File: src/include/dlpp_defs.svh
// Constants of the device link power policy block: offsets, fields,
// reset values and timing figures.
// Assumes a 40 MHz mclk and the 32-bit plain register port.
`ifndef DLPP_DEFS_SVH
`define DLPP_DEFS_SVH

// ----------------------------------------
// Clock and times
// ----------------------------------------
`define DLPP_CLK_MHZ 40
`define DLPP_TICK_NS 1000
`define DLPP_TICK_CYC ((`DLPP_TICK_NS * `DLPP_CLK_MHZ) / 1000)
`define DLPP_WC_U1_US 16'h000F
`define DLPP_WC_U2_US 16'h0805
`define DLPP_ERDY_TMO_US 500
`define DLPP_BI_US 125

// ----------------------------------------
// Register offsets and reset values
// ----------------------------------------
`define DLPP_OFS_CTRL 8'h00
`define DLPP_OFS_SEL 8'h04
`define DLPP_OFS_GUARD 8'h08
`define DLPP_OFS_HINT 8'h0C
`define DLPP_OFS_EPTYPE 8'h10
`define DLPP_OFS_STATUS 8'h14
`define DLPP_OFS_COUNT 8'h18
`define DLPP_CTRL_RST 5'h00
`define DLPP_SEL_RST 24'h000000
`define DLPP_GUARD_RST 16'h0010
`define DLPP_EPTYPE_RST 8'hE4

// ----------------------------------------
// Fields
// ----------------------------------------
`define DLPP_CTRL_U1EN 0
`define DLPP_CTRL_U2EN 1
`define DLPP_CTRL_SELSRC 2
`define DLPP_CTRL_TSNEED 3
`define DLPP_CTRL_CONFIG 4
`define DLPP_LINK_U0 2'h0
`define DLPP_LINK_U1 2'h1
`define DLPP_LINK_U2 2'h2

`endif

File: src/include/dlpp_pkg.sv
// Types shared by the link power policy modules.
// Assumes dlpp_defs.svh for all numeric constants other than EP_NUM.
`default_nettype none

package dlpp_pkg;
  localparam int EP_NUM = 4;
  typedef enum logic [1:0] {EP_CTRL, EP_BULK, EP_INTR, EP_ISO} dlpp_ep_kind_type;
  typedef enum logic [2:0] {ST_ACTIVE, ST_ASK_U1, ST_ASK_U2, ST_LOW, ST_WAKE} dlpp_st_type;
endpackage : dlpp_pkg

`default_nettype wire

File: src/include/dlpp_ep_if.sv
// Carrier between the policy top and one endpoint tracker.
// Assumes all signals on mclk.
`default_nettype none

interface dlpp_ep_if;
  import dlpp_pkg::*;
  dlpp_ep_kind_type kind;
  logic nrdy, pp_clr, pp_set;
  logic erdy_sent, erdy_ans;
  logic burst_end, last_pkt, interval;
  logic us_tick, configured, ctl_busy, erdy_any;
  logic idle, erdy_pend;
  modport trk (
    input kind, nrdy, pp_clr, pp_set, erdy_sent, erdy_ans,
    input burst_end, last_pkt, interval, us_tick, configured,
    input ctl_busy, erdy_any,
    output idle, erdy_pend
  );
  modport top (
    output kind, nrdy, pp_clr, pp_set, erdy_sent, erdy_ans,
    output burst_end, last_pkt, interval, us_tick, configured,
    output ctl_busy, erdy_any,
    input idle, erdy_pend
  );
endinterface : dlpp_ep_if

`default_nettype wire

File: src/design/dlpp_top.sv
// Device link power policy: decides when to ask the link for U1, U2
// or a return to U0.
// Assumes all inputs come from link and protocol logic on mclk.
`include "dlpp_defs.svh"
`default_nettype none

module dlpp_top #(
  parameter int ERDY_TMO_US = `DLPP_ERDY_TMO_US,
  parameter int BI_US = `DLPP_BI_US
) (
  input wire logic mclk, // 40 MHz clock
  input wire logic resetn, // Async reset, low
  input wire logic [7:0] reg_addr, // Register byte address
  input wire logic [31:0] reg_wdata, // Write data
  input wire logic reg_wr, // Write strobe
  input wire logic reg_rd, // Read strobe
  output logic [31:0] reg_rdata, // Read data, cycle after strobe
  input wire logic ctl_busy, // Control transfer in progress
  input wire logic tx_pend, // Packet waiting to transmit
  input wire logic bi_sync, // Bus interval boundary pulse
  input wire logic [1:0] link_state, // Present link state
  input wire logic [dlpp_pkg::EP_NUM-1:0] ep_nrdy, // NRDY sent
  input wire logic [dlpp_pkg::EP_NUM-1:0] ep_pp_clr, // ACK, none pending
  input wire logic [dlpp_pkg::EP_NUM-1:0] ep_pp_set, // ACK, pending
  input wire logic [dlpp_pkg::EP_NUM-1:0] ep_erdy_sent, // ERDY sent
  input wire logic [dlpp_pkg::EP_NUM-1:0] ep_erdy_ans, // Host answered ERDY
  input wire logic [dlpp_pkg::EP_NUM-1:0] ep_burst_end, // End of burst seen
  input wire logic [dlpp_pkg::EP_NUM-1:0] ep_last_pkt, // Last packet seen
  input wire logic [dlpp_pkg::EP_NUM-1:0] ep_interval, // Service interval start
  output logic req_u1, // Ask link for U1
  output logic req_u2, // Ask link for U2
  output logic req_u0 // Ask link back to U0
);
  import dlpp_pkg::*;

  // ----------------------------------------
  // Declarations
  // ----------------------------------------
  logic [4:0] ctrl_r;
  logic [23:0] sel_r;
  logic [15:0] guard_r;
  logic [15:0] hint_r;
  logic [7:0] eptype_r;
  logic [15:0] cnt_u1_r;
  logic [15:0] cnt_u2_r;
  logic [31:0] rdata_r;
  logic [5:0] div_r;
  logic us_tick;
  logic [15:0] bi_cnt_r;
  logic [15:0] bi_remain;
  dlpp_st_type st_r;
  dlpp_st_type st_nxt;
  logic [EP_NUM-1:0] ep_idle;
  logic [EP_NUM-1:0] ep_erdy;
  logic erdy_any;
  logic all_idle;
  logic link_u0;
  logic link_lp;
  logic [15:0] u1_lat;
  logic [15:0] u2_lat;
  logic [16:0] u2_thr;
  logic want_u2;
  logic ts_blk1;
  logic ts_blk2;
  logic ts_wake;
  logic allow_lp;
  logic allow_u1;
  logic allow_u2;
  logic need_u0;
  logic [6:0] wsel;
  logic [6:0] rsel;

  // ----------------------------------------
  // Address decode
  // ----------------------------------------
  function automatic logic [6:0] dlpp_decode(input logic [7:0] a);
    logic [6:0] hit;
    hit = 7'h00;
    unique case (a)
      `DLPP_OFS_CTRL: hit = 7'h01;
      `DLPP_OFS_SEL: hit = 7'h02;
      `DLPP_OFS_GUARD: hit = 7'h04;
      `DLPP_OFS_HINT: hit = 7'h08;
      `DLPP_OFS_EPTYPE: hit = 7'h10;
      `DLPP_OFS_STATUS: hit = 7'h20;
      `DLPP_OFS_COUNT: hit = 7'h40;
      default: hit = 7'h00;
    endcase
    return hit;
  endfunction : dlpp_decode

  assign wsel = reg_wr ? dlpp_decode(reg_addr) : 7'h00;
  assign rsel = reg_rd ? dlpp_decode(reg_addr) : 7'h00;

  // ----------------------------------------
  // Control registers
  // ----------------------------------------
  always_ff @(posedge mclk or negedge resetn) begin
    if (!resetn) begin
      ctrl_r <= `DLPP_CTRL_RST;
    end else if (wsel[0]) begin
      ctrl_r <= reg_wdata[4:0];
    end
  end

  always_ff @(posedge mclk or negedge resetn) begin
    if (!resetn) begin
      sel_r <= `DLPP_SEL_RST;
    end else if (wsel[1]) begin
      sel_r <= reg_wdata[23:0];
    end
  end

  always_ff @(posedge mclk or negedge resetn) begin
    if (!resetn) begin
      guard_r <= `DLPP_GUARD_RST;
    end else if (wsel[2]) begin
      guard_r <= reg_wdata[15:0];
    end
  end

  always_ff @(posedge mclk or negedge resetn) begin
    if (!resetn) begin
      eptype_r <= `DLPP_EPTYPE_RST;
    end else if (wsel[4]) begin
      eptype_r <= reg_wdata[7:0];
    end
  end

  // Known unused period, counts down in microseconds
  always_ff @(posedge mclk or negedge resetn) begin
    if (!resetn) begin
      hint_r <= 16'h0000;
    end else if (wsel[3]) begin
      hint_r <= reg_wdata[15:0];
    end else if (us_tick && hint_r != 16'h0000) begin
      hint_r <= hint_r - 16'h0001;
    end
  end

  // ----------------------------------------
  // Read port
  // ----------------------------------------
  always_ff @(posedge mclk or negedge resetn) begin
    if (!resetn) begin
      rdata_r <= 32'h00000000;
    end else begin
      unique case (1'b1)
        rsel[0]: rdata_r <= {27'h0000000, ctrl_r};
        rsel[1]: rdata_r <= {8'h00, sel_r};
        rsel[2]: rdata_r <= {16'h0000, guard_r};
        rsel[3]: rdata_r <= {16'h0000, hint_r};
        rsel[4]: rdata_r <= {24'h000000, eptype_r};
        rsel[5]: rdata_r <= {15'h0000, st_r, ep_erdy, 2'h0, link_state,
                             need_u0, allow_lp, ep_idle};
        rsel[6]: rdata_r <= {cnt_u2_r, cnt_u1_r};
        default: rdata_r <= 32'h00000000;
      endcase
    end
  end

  assign reg_rdata = rdata_r;

  // ----------------------------------------
  // Microsecond tick
  // ----------------------------------------
  always_ff @(posedge mclk or negedge resetn) begin
    if (!resetn) begin
      div_r <= 6'h00;
    end else if (div_r == 6'(`DLPP_TICK_CYC - 1)) begin
      div_r <= 6'h00;
    end else begin
      div_r <= div_r + 6'h01;
    end
  end

  assign us_tick = (div_r == 6'(`DLPP_TICK_CYC - 1));

  // ----------------------------------------
  // Endpoint trackers
  // ----------------------------------------
  generate
    for (genvar i = 0; i < EP_NUM; i++) begin : g_ep
      dlpp_ep_if epi ();
      assign epi.kind = dlpp_ep_kind_type'(eptype_r[2*i +: 2]);
      assign epi.nrdy = ep_nrdy[i];
      assign epi.pp_clr = ep_pp_clr[i];
      assign epi.pp_set = ep_pp_set[i];
      assign epi.erdy_sent = ep_erdy_sent[i];
      assign epi.erdy_ans = ep_erdy_ans[i];
      assign epi.burst_end = ep_burst_end[i];
      assign epi.last_pkt = ep_last_pkt[i];
      assign epi.interval = ep_interval[i];
      assign epi.us_tick = us_tick;
      assign epi.configured = ctrl_r[`DLPP_CTRL_CONFIG];
      assign epi.ctl_busy = ctl_busy;
      assign epi.erdy_any = erdy_any;
      assign ep_idle[i] = epi.idle;
      assign ep_erdy[i] = epi.erdy_pend;
      dlpp_ep_track #(
        .ERDY_TMO_US(ERDY_TMO_US)
      ) u_trk (
        .mclk(mclk),
        .resetn(resetn),
        .ep(epi.trk)
      );
    end
  endgenerate

  assign erdy_any = |ep_erdy;
  assign all_idle = &ep_idle;

  // ----------------------------------------
  // Exit latency and bus interval
  // ----------------------------------------
  always_comb begin
    if (ctrl_r[`DLPP_CTRL_SELSRC]) begin
      u1_lat = {8'h00, sel_r[7:0]};
      u2_lat = sel_r[23:8];
    end else begin
      u1_lat = `DLPP_WC_U1_US;
      u2_lat = `DLPP_WC_U2_US;
    end
  end

  assign u2_thr = {1'b0, u2_lat} + {1'b0, guard_r};
  assign want_u2 = {1'b0, hint_r} > u2_thr;

  always_ff @(posedge mclk or negedge resetn) begin
    if (!resetn) begin
      bi_cnt_r <= 16'h0000;
    end else if (bi_sync) begin
      bi_cnt_r <= 16'h0000;
    end else if (us_tick && bi_cnt_r < 16'(BI_US)) begin
      bi_cnt_r <= bi_cnt_r + 16'h0001;
    end
  end

  assign bi_remain = 16'(BI_US) - bi_cnt_r;
  assign ts_blk1 = ctrl_r[`DLPP_CTRL_TSNEED] && bi_remain <= u1_lat;
  assign ts_blk2 = ctrl_r[`DLPP_CTRL_TSNEED] && bi_remain <= u2_lat;
  assign ts_wake = link_state == `DLPP_LINK_U2 ? ts_blk2 : ts_blk1;

  // ----------------------------------------
  // Entry and exit decisions
  // ----------------------------------------
  assign link_u0 = link_state == `DLPP_LINK_U0;
  assign link_lp = link_state == `DLPP_LINK_U1 || link_state == `DLPP_LINK_U2;
  assign allow_lp = all_idle && link_u0 && !tx_pend;
  assign allow_u2 = allow_lp && ctrl_r[`DLPP_CTRL_U2EN] && want_u2 && !ts_blk2;
  assign allow_u1 = allow_lp && ctrl_r[`DLPP_CTRL_U1EN] && !ts_blk1 &&
                    !(want_u2 && ctrl_r[`DLPP_CTRL_U2EN]);
  assign need_u0 = !all_idle || tx_pend || ts_wake;

  // ----------------------------------------
  // Policy state machine
  // ----------------------------------------
  always_comb begin
    st_nxt = st_r;
    unique case (st_r)
      ST_ACTIVE: begin
        if (link_lp) begin
          st_nxt = ST_LOW;
        end else if (allow_u2) begin
          st_nxt = ST_ASK_U2;
        end else if (allow_u1) begin
          st_nxt = ST_ASK_U1;
        end
      end
      ST_ASK_U1: begin
        if (link_lp) begin
          st_nxt = ST_LOW;
        end else if (!allow_u1) begin
          st_nxt = ST_ACTIVE;
        end
      end
      ST_ASK_U2: begin
        if (link_lp) begin
          st_nxt = ST_LOW;
        end else if (!allow_u2) begin
          st_nxt = ST_ACTIVE;
        end
      end
      ST_LOW: begin
        if (link_u0) begin
          st_nxt = ST_ACTIVE;
        end else if (need_u0) begin
          st_nxt = ST_WAKE;
        end
      end
      ST_WAKE: begin
        if (link_u0) begin
          st_nxt = ST_ACTIVE;
        end
      end
    endcase
  end

  always_ff @(posedge mclk or negedge resetn) begin
    if (!resetn) begin
      st_r <= ST_ACTIVE;
    end else begin
      st_r <= st_nxt;
    end
  end

  // ----------------------------------------
  // Link requests
  // ----------------------------------------
  always_ff @(posedge mclk or negedge resetn) begin
    if (!resetn) begin
      req_u1 <= 1'b0;
      req_u2 <= 1'b0;
      req_u0 <= 1'b0;
    end else begin
      req_u1 <= st_nxt == ST_ASK_U1;
      req_u2 <= st_nxt == ST_ASK_U2;
      req_u0 <= st_nxt == ST_WAKE;
    end
  end

  // ----------------------------------------
  // Entry counters
  // ----------------------------------------
  always_ff @(posedge mclk or negedge resetn) begin
    if (!resetn) begin
      cnt_u1_r <= 16'h0000;
      cnt_u2_r <= 16'h0000;
    end else if (wsel[6]) begin
      cnt_u1_r <= 16'h0000;
      cnt_u2_r <= 16'h0000;
    end else if (st_nxt == ST_LOW) begin
      if (st_r == ST_ASK_U1) begin
        cnt_u1_r <= cnt_u1_r + 16'h0001;
      end else if (st_r == ST_ASK_U2) begin
        cnt_u2_r <= cnt_u2_r + 16'h0001;
      end
    end
  end
endmodule : dlpp_top

`default_nettype wire

File: src/design/dlpp_ep_track.sv
// Idle tracker of one endpoint.
// Assumes event inputs are one-cycle pulses on mclk.
`include "dlpp_defs.svh"
`default_nettype none

module dlpp_ep_track #(
  parameter int ERDY_TMO_US = `DLPP_ERDY_TMO_US
) (
  input wire logic mclk, // Clock
  input wire logic resetn, // Async reset, low
  dlpp_ep_if.trk ep // Endpoint events and idle result
);
  import dlpp_pkg::*;

  logic quiet_r;
  logic erdy_r;
  logic done_r;
  logic [15:0] tmo_r;
  logic tmo_hit;

  assign tmo_hit = erdy_r && ep.us_tick && (tmo_r == 16'(ERDY_TMO_US - 1));

  // ----------------------------------------
  // Flow control: NRDY or ACK without packets pending
  // ----------------------------------------
  always_ff @(posedge mclk or negedge resetn) begin
    if (!resetn) begin
      quiet_r <= 1'b0;
    end else if (ep.nrdy || ep.pp_clr) begin
      quiet_r <= 1'b1;
    end else if (ep.pp_set) begin
      quiet_r <= 1'b0;
    end
  end

  // ----------------------------------------
  // Pending ERDY, held until answered or timed out
  // ----------------------------------------
  always_ff @(posedge mclk or negedge resetn) begin
    if (!resetn) begin
      erdy_r <= 1'b0;
      tmo_r <= 16'h0000;
    end else if (ep.erdy_sent) begin
      erdy_r <= 1'b1;
      tmo_r <= 16'h0000;
    end else if (ep.erdy_ans || tmo_hit) begin
      erdy_r <= 1'b0;
      tmo_r <= 16'h0000;
    end else if (erdy_r && ep.us_tick) begin
      tmo_r <= tmo_r + 16'h0001;
    end
  end

  // ----------------------------------------
  // Service interval work done
  // ----------------------------------------
  always_ff @(posedge mclk or negedge resetn) begin
    if (!resetn) begin
      done_r <= 1'b0;
    end else if ((ep.kind == EP_INTR && ep.burst_end) ||
                 (ep.kind == EP_ISO && ep.last_pkt)) begin
      done_r <= 1'b1;
    end else if (ep.interval) begin
      done_r <= 1'b0;
    end
  end

  always_comb begin
    unique case (ep.kind)
      EP_CTRL: ep.idle = ep.configured && !ep.ctl_busy && quiet_r && !ep.erdy_any;
      EP_BULK: ep.idle = quiet_r && !ep.erdy_any;
      EP_INTR: ep.idle = !ep.erdy_any && (quiet_r || done_r);
      EP_ISO: ep.idle = done_r;
    endcase
  end

  assign ep.erdy_pend = erdy_r;
endmodule : dlpp_ep_track

`default_nettype wire

File: config.mk
export PLATFORM = sky130hd
export DESIGN_NAME = dlpp_top
export DESIGN_NICKNAME = d
export VERILOG_FILES = /design/src/include/dlpp_pkg.sv /design/src/include/dlpp_ep_if.sv /design/src/design/dlpp_top.sv /design/src/design/dlpp_ep_track.sv
export VERILOG_INCLUDE_DIRS = /design/src /design/src/include
export SDC_FILE = /design/constraint.sdc
export NUM_CORES = 1
export LEC_CHECK = 0
export BUFFER_PORTS_ARGS = -buffer_cell sky130_fd_sc_hd__buf_2
export CAP_MARGIN = 0
export CORE_MARGIN = 5
export CORE_UTILIZATION = 50
export CTS_BUF_LIST = sky130_fd_sc_hd__clkbuf_16
export DETAILED_ROUTE_END_ITERATION = 12
export PLACE_DENSITY = 0.71
export SLEW_MARGIN = 20
export SYNTH_ARGS = -nofsm -noshare
export SYNTH_HDL_FRONTEND = slang
export SYNTH_SLANG_ARGS = --single-unit
export TNS_END_PERCENT = 50
File: constraint.sdc
create_clock -name mclk -period 4.94 [get_ports mclk]
set_input_delay 0.741 -clock mclk [delete_from_list [all_inputs] [get_ports mclk]]
set_output_delay 0.741 -clock mclk [all_outputs]
set_load 0.01 [all_outputs]
After elaboration in Yosys (flattened, before gate mapping)
Index checks and enable logic that the tools add are counted.
Operators by class
  equal/unequal tests: 34
  $add $sub $neg: 11
  reduce and logical (&&, ||, !) cells: 105
  $lt $le $gt $ge: 4
  muxes and demuxes: 70
Operators by type and width (count)
  16-bit two-way mux: 24
  32-bit one-hot mux with 7 select lines: 1
  16-bit by 1-bit adder with 16-bit output, second input constant: 7
  16-bit by 9-bit == test with 1-bit output, second input constant: 4
  7-bit one-hot mux with 7 select lines: 1
  1-bit logical AND: 46
  2-bit nonzero test: 17
  16-bit less-or-equal comparator: 2
  3-bit two-way mux: 10
  1-bit two-way mux: 25
  8-bit by 5-bit == test with 1-bit output, second input constant: 3
  1-bit logical OR: 19
  2-bit == test, second input constant: 9
  16-bit by 16-bit adder with 17-bit output: 1
  16-bit by 17-bit greater-than comparator with 1-bit output: 1
  8-bit by 4-bit == test with 1-bit output, second input constant: 2
  16-bit by 7-bit less-than comparator with 1-bit output, second input constant: 1
  1-bit one-hot mux with 4 select lines: 4
  16-bit nonzero test: 1
  16-bit by 1-bit subtractor with 16-bit output, second input constant: 1
  7-bit by 16-bit subtractor with 16-bit output, first input constant: 1
  3-bit one-hot mux with 5 select lines: 1
  7-bit two-way mux: 2
  3-bit by 2-bit == test with 1-bit output, second input constant: 4
  18 further kinds: 37
Word-level totals
  logic and storage cells: 254
  output and inout bits: 35
  flip-flop bits (word level): 237

Logic depth before layout (Yosys ltp)
Gate-level depths: netlist of run 1.
  word-level depth: 18
  depth in mapped cells: 25

Modules after synthesis
A second synthesis of run 1 with hierarchy kept.
Unflattened totals
  cell total of the unflattened synthesis: 1372
  area, all modules: 13482.9 um2
By module, submodules not included
  dlpp_top: area an instance 9298.9 um2, cells an instance 920, times used 1, sequential area each 4035.1 um2
  dlpp_ep_track: area an instance 1046.0 um2, cells an instance 113, times used 4, sequential area each 475.5 um2

Worst setup path after synthesis of run 1
No wires, ideal clock.
  path kind: reg2reg
  start: reg ctrl_r[2]
  end: reg req_u1
  arrival time: 5.192 ns
  path buffers: 3
  cell stages (with the launch flop): 26
  data required time: 4.872 ns
  period minus slack after synthesis: 5.260 ns
  path slack: -0.320 ns
  path through: dfrtp_1 > clkbuf_1 > clkbuf_1 > clkbuf_1 > nand2_1 > inv_1 > ha_1 > a21o_1 > a21oi_1 > o21ai_0 > o21ai_0 > o221ai_1 > or4_1 > a31oi_1 > nand2b_1 > xnor2_1 > ha_1 > nand4_1 > nor2_1 > a221o_1 > a2111oi_0 > nor2_1 > o211ai_1 > a31oi_1 > o311ai_0 > and3b_1
On the way
  longest elaborated chain between the ends: 11
  elaborated cells between the ends (all ways): 29
  those cells by class: 1 x add/sub; 3 x order compare; 1 x eq/ne; 13 x mux; 11 x reduce/logical
Ends and longest elaborated chain
  start: declaration: line dlpp_top.sv:39  | logic [4:0] ctrl_r;
  start signal: assignment: line dlpp_top.sv:100  | ctrl_r <= `DLPP_CTRL_RST;
  start signal: assignment: line dlpp_top.sv:102  | ctrl_r <= reg_wdata[4:0];
  16-bit two-way mux or 8-bit two-way mux (tied branches): line dlpp_top.sv:217  | if (ctrl_r[`DLPP_CTRL_SELSRC]) begin
  16-bit by 16-bit adder with 17-bit output or 16-bit less-or-equal comparator (tied branches): line dlpp_top.sv:226, dlpp_top.sv:240
  16-bit by 17-bit greater-than comparator with 1-bit output or 1-bit logical AND (tied branches): line dlpp_top.sv:227, dlpp_top.sv:240
  1-bit logical AND or 1-bit zero test (tied branches): line dlpp_top.sv:252, dlpp_top.sv:251
  1-bit zero test or 1-bit logical AND (tied branches): line dlpp_top.sv:252, dlpp_top.sv:251
  1-bit logical AND: line dlpp_top.sv:251  | assign allow_u1 = allow_lp && ctrl_r[`DLPP_CTRL_U1EN] && !ts_blk1 &&
  3-bit two-way mux: line dlpp_top.sv:266  | end else if (allow_u1) begin
  3-bit two-way mux: line dlpp_top.sv:264  | end else if (allow_u2) begin
  3-bit two-way mux: line dlpp_top.sv:262  | if (link_lp) begin
  3-bit one-hot mux with 5 select lines (*): line dlpp_top.sv:260  | unique case (st_r)
  3-bit by 1-bit == test with 1-bit output (*): line dlpp_top.sv:316  | req_u1 <= st_nxt == ST_ASK_U1;
  end signal: assignment: line dlpp_top.sv:312  | req_u1 <= 1'b0;
  end signal: assignment: line dlpp_top.sv:316
  end: declaration: line dlpp_top.sv:30  | output logic req_u1,
Every way passes the cells marked *; elsewhere a longest branch is shown, timed or not.
A chain may end at the register's enable or synchronous reset.

Final worst setup path of run 1
Ends and elaborated chain as after synthesis.

==> Flow_metrics.wiki, run 1 <==
{| class="wikitable"
! Metric !! Value
|-
| Initial core utilization || 0.510
|-
| Number of cells in the design after placement || 1806
|-
| Sequential Power Share || 0.490
|-
| Number of synthesized flops with an enable pin || 0
|-
| Antenna diodes || 0
|-
| Number of vias per cell || 5.94
|-
| Critical path launch point || ctrl_r[2]
|-
| Slowest stage delay, CP || 0.58 ns
|-
| Via count of the first global-routing pass || 10500
|-
| Cell with the largest stage delay on the worst path || or4_4
|-
| Worst slew margin relative to its limit || 0.349
|-
| Clock-pin slew of the registers on the worst-case setup and hold paths || 0.06 ns
|-
| Relative contribution of combinational cells to total power || 0.119
|-
| Min Tclk post-route || 4.85 ns
|-
| Final net count || 1664
|-
| TritonCTS clock tree || built
|-
| Number of synthesized register bits || 237
|-
| Total length of routed wires || 34900 um
|-
| Design Power || 0.00448 W
|-
| Final clock skew || 0.0160 ns
|-
| Root buffer selected by CTS || clkbuf_16
|-
| Total number of vias || 11000
|-
| Warnings, synthesis || 0
|-
| Clock share of power || 0.391
|-
| Part of the Yosys area used for sequential elements || 0.444
|-
| Launch point of the worst reg-to-reg path || ctrl_r[2]
|-
| Biggest area contributors in the synthesized netlist || dfrtp_1 (43%), ha_1 (7.2%), xor2_1 (4.7%), mux2_2 (4.6%), nor2_1 (4.1%)
|-
| Crit Path Max Fanout || 4
|-
| Syn Inst Count || 1388
|-
| Cell with the most instances after synthesis || dfrtp_1
|-
| Instance area after placement || 14300 sq um
|-
| Placed wire-length estimate after detailed placement || 25400 um
|-
| I/O pins || 116
|-
| Pre-Repair DR Iteration Count || 7
|-
| Synthesized Nets || 1547
|-
| Main synth FF type || dfrtp_1
|-
| Hold violation total from the final report || 0
|-
| CTS buffer count || 26
|-
| Leakage power summed over all cells || 7.08 nW
|-
| Number of standard cells in the layout, taps in and fillers out || 1859
|-
| Count of input and output buffers || 107
|-
| Std-Cell Core Area || 26200 sq um
|-
| Register cell area after layout || 5940 sq um
|-
| Max Buffers Root-to-Sink || 3
|-
| Share of the synthesized area in the top cell type || 0.434
|-
| Setup-violating endpoint count in the final report || 0
|-
| Internal power of the cells || 0.00325 W
|-
| Switching share of power || 0.275
|-
| Accumulated negative setup slack || 0 ns
|-
| Cells traversed along the worst timing path || buf_6, and2_4, ha_4, or3_4, o2111ai_4, o221ai_2, or4_4, a31oi_4, nand2b_1, xnor2_1, ha_1, nand4_1, nor2_1, a221o_1, a2111oi_2, nor2_1, o211ai_1, o21bai_2, o311ai_2, and3b_1
|-
| Outcome || finished, final reports clean
|-
| Share of cells above drive strength 1 || 0.182
|-
| First-pass GRT wire length || 56000 um
|-
| Area overhead of the layout relative to synthesis || 15.2%
|-
| Insertion delay to the later sink of the worst-skew pair || 0.53 ns
|-
| Remaining design rule violation count || 0
|-
| H-tree levels || 1
|-
| Mean area per synthesized cell || 9.63 sq um
|-
| Switching pwr || 0.00123 W
|-
| Remaining antenna violation count || 0
|-
| Routability Congestion || 0.921
|-
| Number of placement rows || 59
|-
| Antenna violations before repair || 0
|-
| # fillers || 2279
|-
| 1st-iter DRT viols || 1050
|-
| Synth async-reset ratio || 1.00
|-
| VDD IR-drop max || 0.256 mV
|-
| Final standard cell area without fillers || 15400 sq um
|-
| Max-cap violation count || 0
|-
| Startpoint types || flop
|-
| Data required time of the critical path || 5.41 ns
|-
| Setup repair after global routing missed its margin || yes
|-
| Kind of critical path || reg2reg
|-
| Cell repeated most along the worst path || nor2_1
|-
| Period utilization || 0.982
|-
| DIE AREA || 30100 sq um
|-
| Arrival @ worst endpoint || 5.32 ns
|-
| Worst-margin pin slew || 0.976 ns
|-
| Worst min-delay path category || in2async
|-
| Pin count of the biggest net entering global routing || 128
|-
| Multi-input gate area || 7260 sq um
|-
| Unique cell type count in the Yosys netlist || 72
|-
| Die Span X || 173 um
|-
| Clock Sinks || 237
|-
| Power Density || 291 nW/um^2
|-
| Die outline height || 173 um
|-
| Synth top cells by count || dfrtp_1 (232), nor2_1 (146), nand2_1 (117)
|-
| Type of element capturing the critical path || flop
|-
| Cell area after synthesis || 13400 sq um
|-
| GRT Total Usage || 0.224
|-
| Total count of max-transition violations in the final report || 0
|-
| Most area-hungry cell type in the Yosys netlist || dfrtp_1
|-
| Fmax achieved || 0.206 GHz
|-
| Average wire length per cell after detail routing || 18.8 um
|-
| Total overflow reported by the global router || 0
|}
## metal layers
metal	GRT usage	vias up	share of wire
li1	-	5204	-
met1	0.327	5410	0.46
met2	0.353	356	0.45
met3	0.0347	65	0.066
met4	0.0582	0	0.026
met5	0	-	0
## stage by stage
stage / util / worst slack, ns / hold slack (ns)
after global routing: 0.587 / -0.127 / 0.388
final: 0.587 / 0.0877 / 0.326
after floorplan: - / 0.0207 / 0.445
after global placement: 0.547 / -0.0118 / 0.477
after CTS: 0.577 / 0.00841 / 0.364
after detailed placement: 0.547 / -0.123 / 0.481
## state kept, by name, summed over array words and instances, names as in the netlist, 5 cells and up
name / cells
reg_rdata: 32
bi_cnt_r: 16
cnt_u1_r: 16
g_ep.u_trk.tmo_r: 64
div_r: 6
sel_r: 24
eptype_r: 8
ctrl_r: 5
guard_r: 16
cnt_u2_r: 16
hint_r: 16
## logic make-up after synthesis
family,synth area share
simple gates,0.194
compound gates,0.133
flops,0.444
xor+xnor,0.0747
buf+inv,0.0302
fa+ha+maj,0.0736
mux,0.0500
## repair_timing
item | in CTS | in global routing
pin swaps | 1 | 20
hold buffers | 0 | 0
setup buffers | 0 | 6
gates resized for setup | 5 | 41
endpoints found under the setup margin | 2 | 5
## layout make-up
cell class / instances / area share
timing repair buffer: 137 / 0.0514
clock inverter: 20 / 0.00577
clock buffer: 27 / 0.0439
tap: 335 / 0.0272
multi-input combinational: 1046 / 0.472
sequential: 237 / 0.386
inverter: 57 / 0.0139
## worst paths after layout
kind                       cells past startpoint  slack (ns)               endpoint
setup / recovery                              20        0.09                 req_u1
hold / removal                                 1        0.33           bi_cnt_r[14]
setup reg to reg                              20        0.09                 req_u1
hold reg to reg                                1        0.49               div_r[0]
max in group asynchronous                      2        3.53            eptype_r[5]
min in group mclk                              2        0.39  g_ep[2].u_trk.quiet_r
## layout by cell type, fill, tap and decap left out, drive strengths merged, types with 9 or more instances in the layout
| cell | instances |
|---|---|
| a31oi | 10 |
| a21oi | 48 |
| nor4 | 16 |
| nand2b | 18 |
| and2 | 17 |
| xor2 | 72 |
| nor3 | 25 |
| o21ai | 87 |
| nand3 | 55 |
| xnor2 | 42 |
| nor2 | 146 |
| a22oi | 32 |
| ha | 77 |
| and3 | 35 |
| o31ai | 9 |
| or3 | 23 |
| nor2b | 14 |
| mux2 | 54 |
| inv | 67 |
| or4 | 12 |
| dfrtp | 232 |
| nand4 | 26 |
| clkinv | 9 |
| a21o | 10 |
| a221oi | 10 |
| buf | 137 |
| nand2 | 117 |
| clkbuf | 27 |
## power groups by stage
| stage | combinational (W) | sequential [W] | clock (W) |
|---|---|---|---|
| 3_3_place_gp | 0.000471 | 0.00222 | 0 |
| 3_5_place_dp | 0.000489 | 0.00222 | 0 |
| 2_1_floorplan | 0.000341 | 0.00216 | 0 |
| 5_1_grt | 0.000600 | 0.00221 | 0.00187 |
| 4_1_cts | 0.000502 | 0.00219 | 0.00178 |
| 6_report | 0.000535 | 0.00220 | 0.00175 |
## critical path, delay by kind of cell (launching register included)
family	cells	cell delay (ns)
compound gates	8	1.85
flops	1	0.44
fa+ha+maj	2	0.56
xor+xnor	1	0.14
buf+inv	1	0.13
simple gates	8	1.67
Power figures use the tool's default switching activity.
==> inputs of run 2 (changes only) <==
--- a/config.mk
+++ b/config.mk
@@ -8,2 +8,3 @@
 export LEC_CHECK = 0
+export ABC_AREA = 1
 export BUFFER_PORTS_ARGS = -buffer_cell sky130_fd_sc_hd__buf_2
--- a/constraint.sdc
+++ b/constraint.sdc
@@ -3,2 +3,2 @@
 set_output_delay 0.741 -clock mclk [all_outputs]
-set_load 0.01 [all_outputs]
+set_load 0.1 [all_outputs]
==> run 2 against run 1 <==
Die area is 5.1% higher. Clock power is 25% higher. Sequential cell count stayed put. Clock skew is 0.0036 ns higher. Non-clock buffer count is 19 lower. Combinational power is 64% higher.
==> Flow_metrics.wiki, run 2 <==
{| class="wikitable"
! Metric !! Value
|-
| Remaining design rule violation count || 0
|-
| Number of synthesized flops with an enable pin || 0
|-
| Max Buffers Root-to-Sink || 3
|-
| Worst slew margin relative to its limit || 0.525
|-
| Outcome || finished, final reports clean
|-
| Area fraction in and, or, nand and nor cells after synthesis || 0.241
|-
| Worst min-delay path category || in2async
|-
| Register cell area after layout || 5940 sq um
|-
| Compound-gate portion of the synthesized area || 0.138
|-
| DIE AREA || 31600 sq um
|-
| I/O pins || 116
|-
| Remaining antenna violation count || 0
|-
| Synthesized Nets || 1952
|-
| Post CTS Setup Buffer Count || 0
|-
| Insertion delay to the later sink of the worst-skew pair || 0.56 ns
|-
| Std-Cell Core Area || 27800 sq um
|-
| Cell repeated most along the worst path || nand2_1
|-
| Cell area after synthesis || 14100 sq um
|-
| Startpoint types || flop
|-
| Pre-Repair DR Iteration Count || 6
|-
| Final clock skew || 0.0195 ns
|-
| Final net count || 2073
|-
| Reg-to-reg critical path endpoint || req_u2
|-
| Antenna diodes || 0
|-
| Synth top cells by count || nand2_1 (358), inv_1 (278), dfrtp_1 (232)
|-
| Kind of critical path || reg2reg
|-
| Most frequent cells in the layout || nand2_1 (358), inv_1 (283), dfrtp_1 (232), nor2_1 (157), o21ai_0 (138)
|-
| # fillers || 2554
|-
| Setup repair after global routing missed its margin || no
|-
| Via count of the first global-routing pass || 12300
|-
| Part of the Yosys area used for sequential elements || 0.421
|-
| Type of element capturing the critical path || flop
|-
| Flip-flop count of the largest register, all copies and words added || 64
|-
| Period utilization || 0.871
|-
| Multi-input gate area || 6990 sq um
|-
| Number of standard cells in the layout, taps in and fillers out || 2314
|-
| Unique cell type count in the Yosys netlist || 59
|-
| Arithmetic-cell share of the synthesized area counting full adders, half adders and majority gates || 0.0698
|-
| Number of vias per cell || 5.50
|-
| Main combinational cell family by area after synthesis || simple AND/OR/NAND/NOR gates
|-
| Parity-gate share of the synthesized area counting xor and xnor cells || 0.0398
|-
| Root buffer selected by CTS || clkbuf_16
|-
| Warnings, synthesis || 0
|-
| Routability Congestion || 0.923
|-
| Main synth FF type || dfrtp_1
|-
| Data required time of the critical path || 5.43 ns
|-
| Leakage power summed over all cells || 7.72 nW
|-
| H-tree levels || 1
|-
| Area overhead of the layout relative to synthesis || 14.1%
|-
| Antenna violations before repair || 0
|-
| Hold violation total from the final report || 0
|-
| Synth async-reset ratio || 1.00
|-
| 1st-iter DRT viols || 1027
|-
| Count of input and output buffers || 107
|-
| GRT Total Usage || 0.244
|-
| Total count of max-transition violations in the final report || 0
|-
| Biggest area contributors in the synthesized netlist || dfrtp_1 (41%), nand2_1 (9.5%), inv_1 (7.4%), ha_1 (6.8%), o21ai_0 (4.9%)
|-
| Mean area per synthesized cell || 7.86 sq um
|-
| Fraction of synthesized area in multiplexers || 0.00711
|-
| Setup-violating endpoint count in the final report || 0
|-
| Total overflow reported by the global router || 0
|-
| Cell with the most instances after synthesis || nand2_1
|-
| First-pass GRT wire length || 62300 um
|-
| Count of instances resized after the clock tree is built || 0
|-
| Most area-hungry cell type in the Yosys netlist || dfrtp_1
|-
| CTS buffer count || 28
|-
| Flop2flop setup slack || 0.64 ns
|-
| Pin count of the biggest net entering global routing || 96
|-
| Number of synthesized register bits || 237
|-
| Clock Sinks || 237
|-
| Placed wire-length estimate after detailed placement || 29400 um
|-
| Arrival @ worst endpoint || 4.79 ns
|-
| Number of placement rows || 61
|-
| Accumulated negative setup slack || 0 ns
|-
| Post-CTS Hold Buffers || 0
|-
| Max-cap violation count || 0
|-
| Cell with the largest stage delay on the worst path || fa_1
|-
| Share of cells above drive strength 1 || 0.112
|-
| Die outline height || 178 um
|-
| Launch point of the worst reg-to-reg path || ctrl_r[2]
|-
| Crit Path Max Fanout || 7
|-
| Total number of vias || 12700
|-
| Syn Inst Count || 1793
|-
| Min Tclk post-route || 4.30 ns
|-
| Total length of routed wires || 38600 um
|-
| Die Span X || 178 um
|-
| Largest Register || g_ep.u_trk.tmo_r
|-
| Number of cells in the design after placement || 2262
|-
| Initial core utilization || 0.507
|-
| TritonCTS clock tree || built
|-
| Clock-pin slew of the registers on the worst-case setup and hold paths || 0.06 ns
|-
| Average wire length per cell after detail routing || 16.7 um
|-
| Length in cells of the worst reg-to-reg path || 29
|-
| Most common cell after layout, fill and taps aside || nand2_1
|-
| Share of the synthesized area in the top cell type || 0.412
|-
| Fmax achieved || 0.232 GHz
|-
| Power Density || 331 nW/um^2
|-
| VDD IR-drop max || 0.230 mV
|-
| Worst-margin pin slew || 0.711 ns
|-
| Slowest stage delay, CP || 0.41 ns
|}
run 2: cell count changes in the layout (fill, tap and decap cells not counted), sizes merged, moves of 34 or more:
cell,before,now
nand2,117,370
inv,67,286
o21ai,87,145
nand3,55,105
a21oi,48,94
mux2,54,8
nor3,25,59
run 2: cell type report:
type                            count  area share
Clock inverter                     24      0.0170
Multi-Input combinational cell   1246       0.435
Sequential cell                   237       0.369
Tap cell                          378      0.0294
Clock buffer                       28      0.0436
Inverter                          283      0.0661
Timing Repair Buffer              118      0.0399
run 2: worst max path at each step:
stage | start | endpoint | cells after the start
2_1_floorplan | ctrl_r[2] | req_u2 | 30
3_3_place_gp | ctrl_r[2] | req_u2 | 29
3_5_place_dp | ctrl_r[2] | req_u2 | 29
4_1_cts | ctrl_r[2] | req_u1 | 29
5_1_grt | ctrl_r[2] | req_u1 | 29
6_report | ctrl_r[2] | req_u2 | 29
run 2: report_power, final:
| part | total [W] | switching, W | internal, W |
|---|---|---|---|
| clock network | 0.00218 | 0.000839 | 0.00134 |
| logic | 0.000879 | 0.000601 | 0.000278 |
| registers | 0.00227 | 0.000161 | 0.00210 |
run 2: critical path, delay by kind of cell, from the launching register on:
family                     cells  cell delay, ns
buffers and inverters          3            0.23
DFF                            1            0.35
xor gates and xnor gates       1            0.17
AOI/OAI and AO/OA              3            0.40
adders and majority gates      3            0.94
and+or+nand+nor               19            2.18
run 2: per-stage QoR:
step                      area, sq um  power, W  hold WS (ns)  setup slack, ns  utilization
after CTS                       16100   0.00534         0.220            0.688        0.578
after detailed placement        15100   0.00316         0.457            0.694        0.543
after global routing            16100   0.00557         0.263            0.185        0.578
final                           16100   0.00532         0.182            0.635        0.578
after floorplan                 14100   0.00286         0.433             1.21            -
after global placement          15100   0.00312         0.448            0.790        0.543
run 2: logic make-up after synthesis:
family / Yosys count
AOI/OAI and AO/OA: 330
buffers and inverters: 310
xor gates and xnor gates: 64
adders and majority gates: 78
and+or+nand+nor: 765
DFF: 237
muxes: 9
run 2: per-layer routing:
| metal | vias up | wire (um) | track usage |
|---|---|---|---|
| li1 | 6205 | - | - |
| met1 | 6041 | 17200 | 0.339 |
| met2 | 388 | 17500 | 0.389 |
| met3 | 88 | 2330 | 0.0354 |
| met4 | 0 | 1510 | 0.0912 |
| met5 | - | 0 | 0 |
==> inputs of run 3 (changes only) <==
- PLACE_DENSITY: 0.71 -> 0.69
- clock period: 4.94 -> 5.2 ns (I/O delays scaled with it)
==> run 3 against run 2 <==
Clock power fell by 6%. Critical path depth did not move. Global-route usage rose by 0.24 points. Non-clock buffer count fell by 1. Power fell by 5.4%. Routed wire length barely moved. Cell area fell by 0.10%. Hold slack improved by 0.10 ns. Critical endpoint unchanged.
==> Flow_metrics.wiki, run 3 (synthesis gave the netlist of run 2 again) <==
{| class="wikitable"
! Metric !! Value
|-
| Insertion delay to the later sink of the worst-skew pair || 0.55 ns
|-
| Accumulated negative setup slack || 0 ns
|-
| Initial core utilization || 0.507
|-
| Largest Register || g_ep.u_trk.tmo_r
|-
| Most common cell after layout, fill and taps aside || nand2_1
|-
| Pin count of the biggest net entering global routing || 123
|-
| Type of element capturing the critical path || flop
|-
| Antenna violations before repair || 0
|-
| Antenna diodes || 0
|-
| Utilization after layout || 0.578
|-
| Kind of critical path || reg2reg
|-
| Routability Congestion || 0.935
|-
| Count of instances resized after the clock tree is built || 0
|-
| Number of placement rows || 61
|-
| Slowest stage delay, CP || 0.41 ns
|-
| Min Tclk post-route || 4.36 ns
|-
| Hold violation total from the final report || 0
|-
| CTS buffer count || 28
|-
| Number of cells in the design after placement || 2261
|-
| VDD IR-drop max || 0.243 mV
|-
| Worst min-delay path category || in2async
|-
| Pre-Repair DR Iteration Count || 5
|-
| First-pass GRT wire length || 62700 um
|-
| Leakage power summed over all cells || 7.69 nW
|-
| Clock Sinks || 237
|-
| Post-CTS Hold Buffers || 0
|-
| Number of standard cells in the layout, taps in and fillers out || 2312
|-
| Setup-violating endpoint count in the final report || 0
|-
| Outcome || finished, final reports clean
|-
| Crit Path Max Fanout || 7
|-
| Max Buffers Root-to-Sink || 3
|-
| Placed wire-length estimate after detailed placement || 29600 um
|-
| Power Density || 314 nW/um^2
|-
| Via count of the first global-routing pass || 12300
|-
| Total count of max-transition violations in the final report || 0
|-
| Most frequent cells in the layout || nand2_1 (358), inv_1 (280), dfrtp_1 (232), nor2_1 (156), o21ai_0 (138)
|-
| Total overflow reported by the global router || 0
|-
| I/O pins || 116
|-
| Die Span X || 178 um
|-
| Total number of vias || 12700
|-
| Die outline height || 178 um
|-
| Max-cap violation count || 0
|-
| Final net count || 2072
|-
| Arrival @ worst endpoint || 4.83 ns
|-
| Count of input and output buffers || 107
|-
| Remaining antenna violation count || 0
|-
| Fmax achieved || 0.229 GHz
|-
| Total length of routed wires || 38600 um
|-
| Flop2flop setup slack || 0.84 ns
|-
| Worst-margin pin slew || 0.935 ns
|-
| DIE AREA || 31600 sq um
|-
| Worst hold margin || 0.283 ns
|-
| H-tree levels || 1
|-
| 1st-iter DRT viols || 1082
|-
| Cell repeated most along the worst path || nand2_1
|-
| Root buffer selected by CTS || clkbuf_16
|-
| Clock-pin slew of the registers on the worst-case setup and hold paths || 0.07 ns
|-
| Std-Cell Core Area || 27800 sq um
|-
| GRT Total Usage || 0.246
|-
| Worst slew margin relative to its limit || 0.375
|-
| Average wire length per cell after detail routing || 16.7 um
|-
| Cell with the largest stage delay on the worst path || fa_1
|-
| Setup repair after global routing missed its margin || no
|-
| Number of vias per cell || 5.48
|-
| Share of cells above drive strength 1 || 0.114
|-
| Startpoint types || flop
|-
| Area overhead of the layout relative to synthesis || 14.0%
|-
| Period utilization || 0.838
|-
| Post CTS Setup Buffer Count || 0
|-
| Final clock skew || 0.0128 ns
|-
| Flip-flop count of the largest register, all copies and words added || 64
|-
| TritonCTS clock tree || built
|-
| Data required time of the critical path || 5.67 ns
|-
| Remaining design rule violation count || 0
|}
==> run 3: cell types whose count changed in the layout (fill, tap and decap cells not counted), sizes merged <==
cell and delta:
inv -2, clkinvlp +4, clkinv -2, buf -1
bufinv -1
==> run 3: routing by layer <==
layer | GRT usage | vias to the layer above | share of wire
met5 | 0 | - | 0
met3 | 0.0352 | 89 | 0.061
li1 | - | 6191 | -
met4 | 0.0864 | 0 | 0.038
met1 | 0.346 | 5977 | 0.45
met2 | 0.393 | 405 | 0.46
==> run 3: critical path: cells and delay by family, from the launching register on <==
| family | cells | cell delay [ns] |
|---|---|---|
| adders and majority gates | 3 | 0.94 |
| and+or+nand+nor | 19 | 2.19 |
| DFF | 1 | 0.36 |
| buffers and inverters | 3 | 0.25 |
| AOI/OAI and AO/OA | 3 | 0.39 |
| xor gates and xnor gates | 1 | 0.16 |
==> run 3: layout make-up <==
type	count	area [sq um]
Timing Repair Buffer	117	621
Clock inverter	23	274
Sequential cell	237	5940
Clock buffer	28	701
Tap cell	378	473
Multi-Input combinational cell	1246	6990
Inverter	283	1060
Fill cell	2623	11700
==> run 3: path summary, 6_finish.rpt <==
| check | endpoint | start | cells past startpoint |
|---|---|---|---|
| worst max-delay path | req_u2 | ctrl_r[2] | 29 |
| worst max register to register | req_u2 | ctrl_r[2] | 29 |
| worst min register to register | div_r[0] | div_r[0] | 1 |
| worst min-delay path | g_ep[0].u_trk.tmo_r[6] | resetn | 1 |
| min in group mclk | g_ep[3].u_trk.quiet_r | ep_pp_set[3] | 2 |
| max in group asynchronous | guard_r[10] | resetn | 2 |
==> run 3: metrics by stage <==
| step | worst slack (ns) | area, sq um | power (W) |
|---|---|---|---|
| finish | 0.842 | 16100 | 0.00504 |
| global route | 0.403 | 16100 | 0.00529 |
| CTS | 0.897 | 16000 | 0.00507 |
| detailed placement | 0.926 | 15100 | 0.00300 |
| global placement | 1.04 | 15100 | 0.00297 |
| floorplan | 1.47 | 14100 | 0.00272 |
==> run 3: where the power goes <==
group / switching (W) / internal (W)
clock network: 0.000815 / 0.00124
registers: 0.000150 / 0.00200
logic: 0.000572 / 0.000264
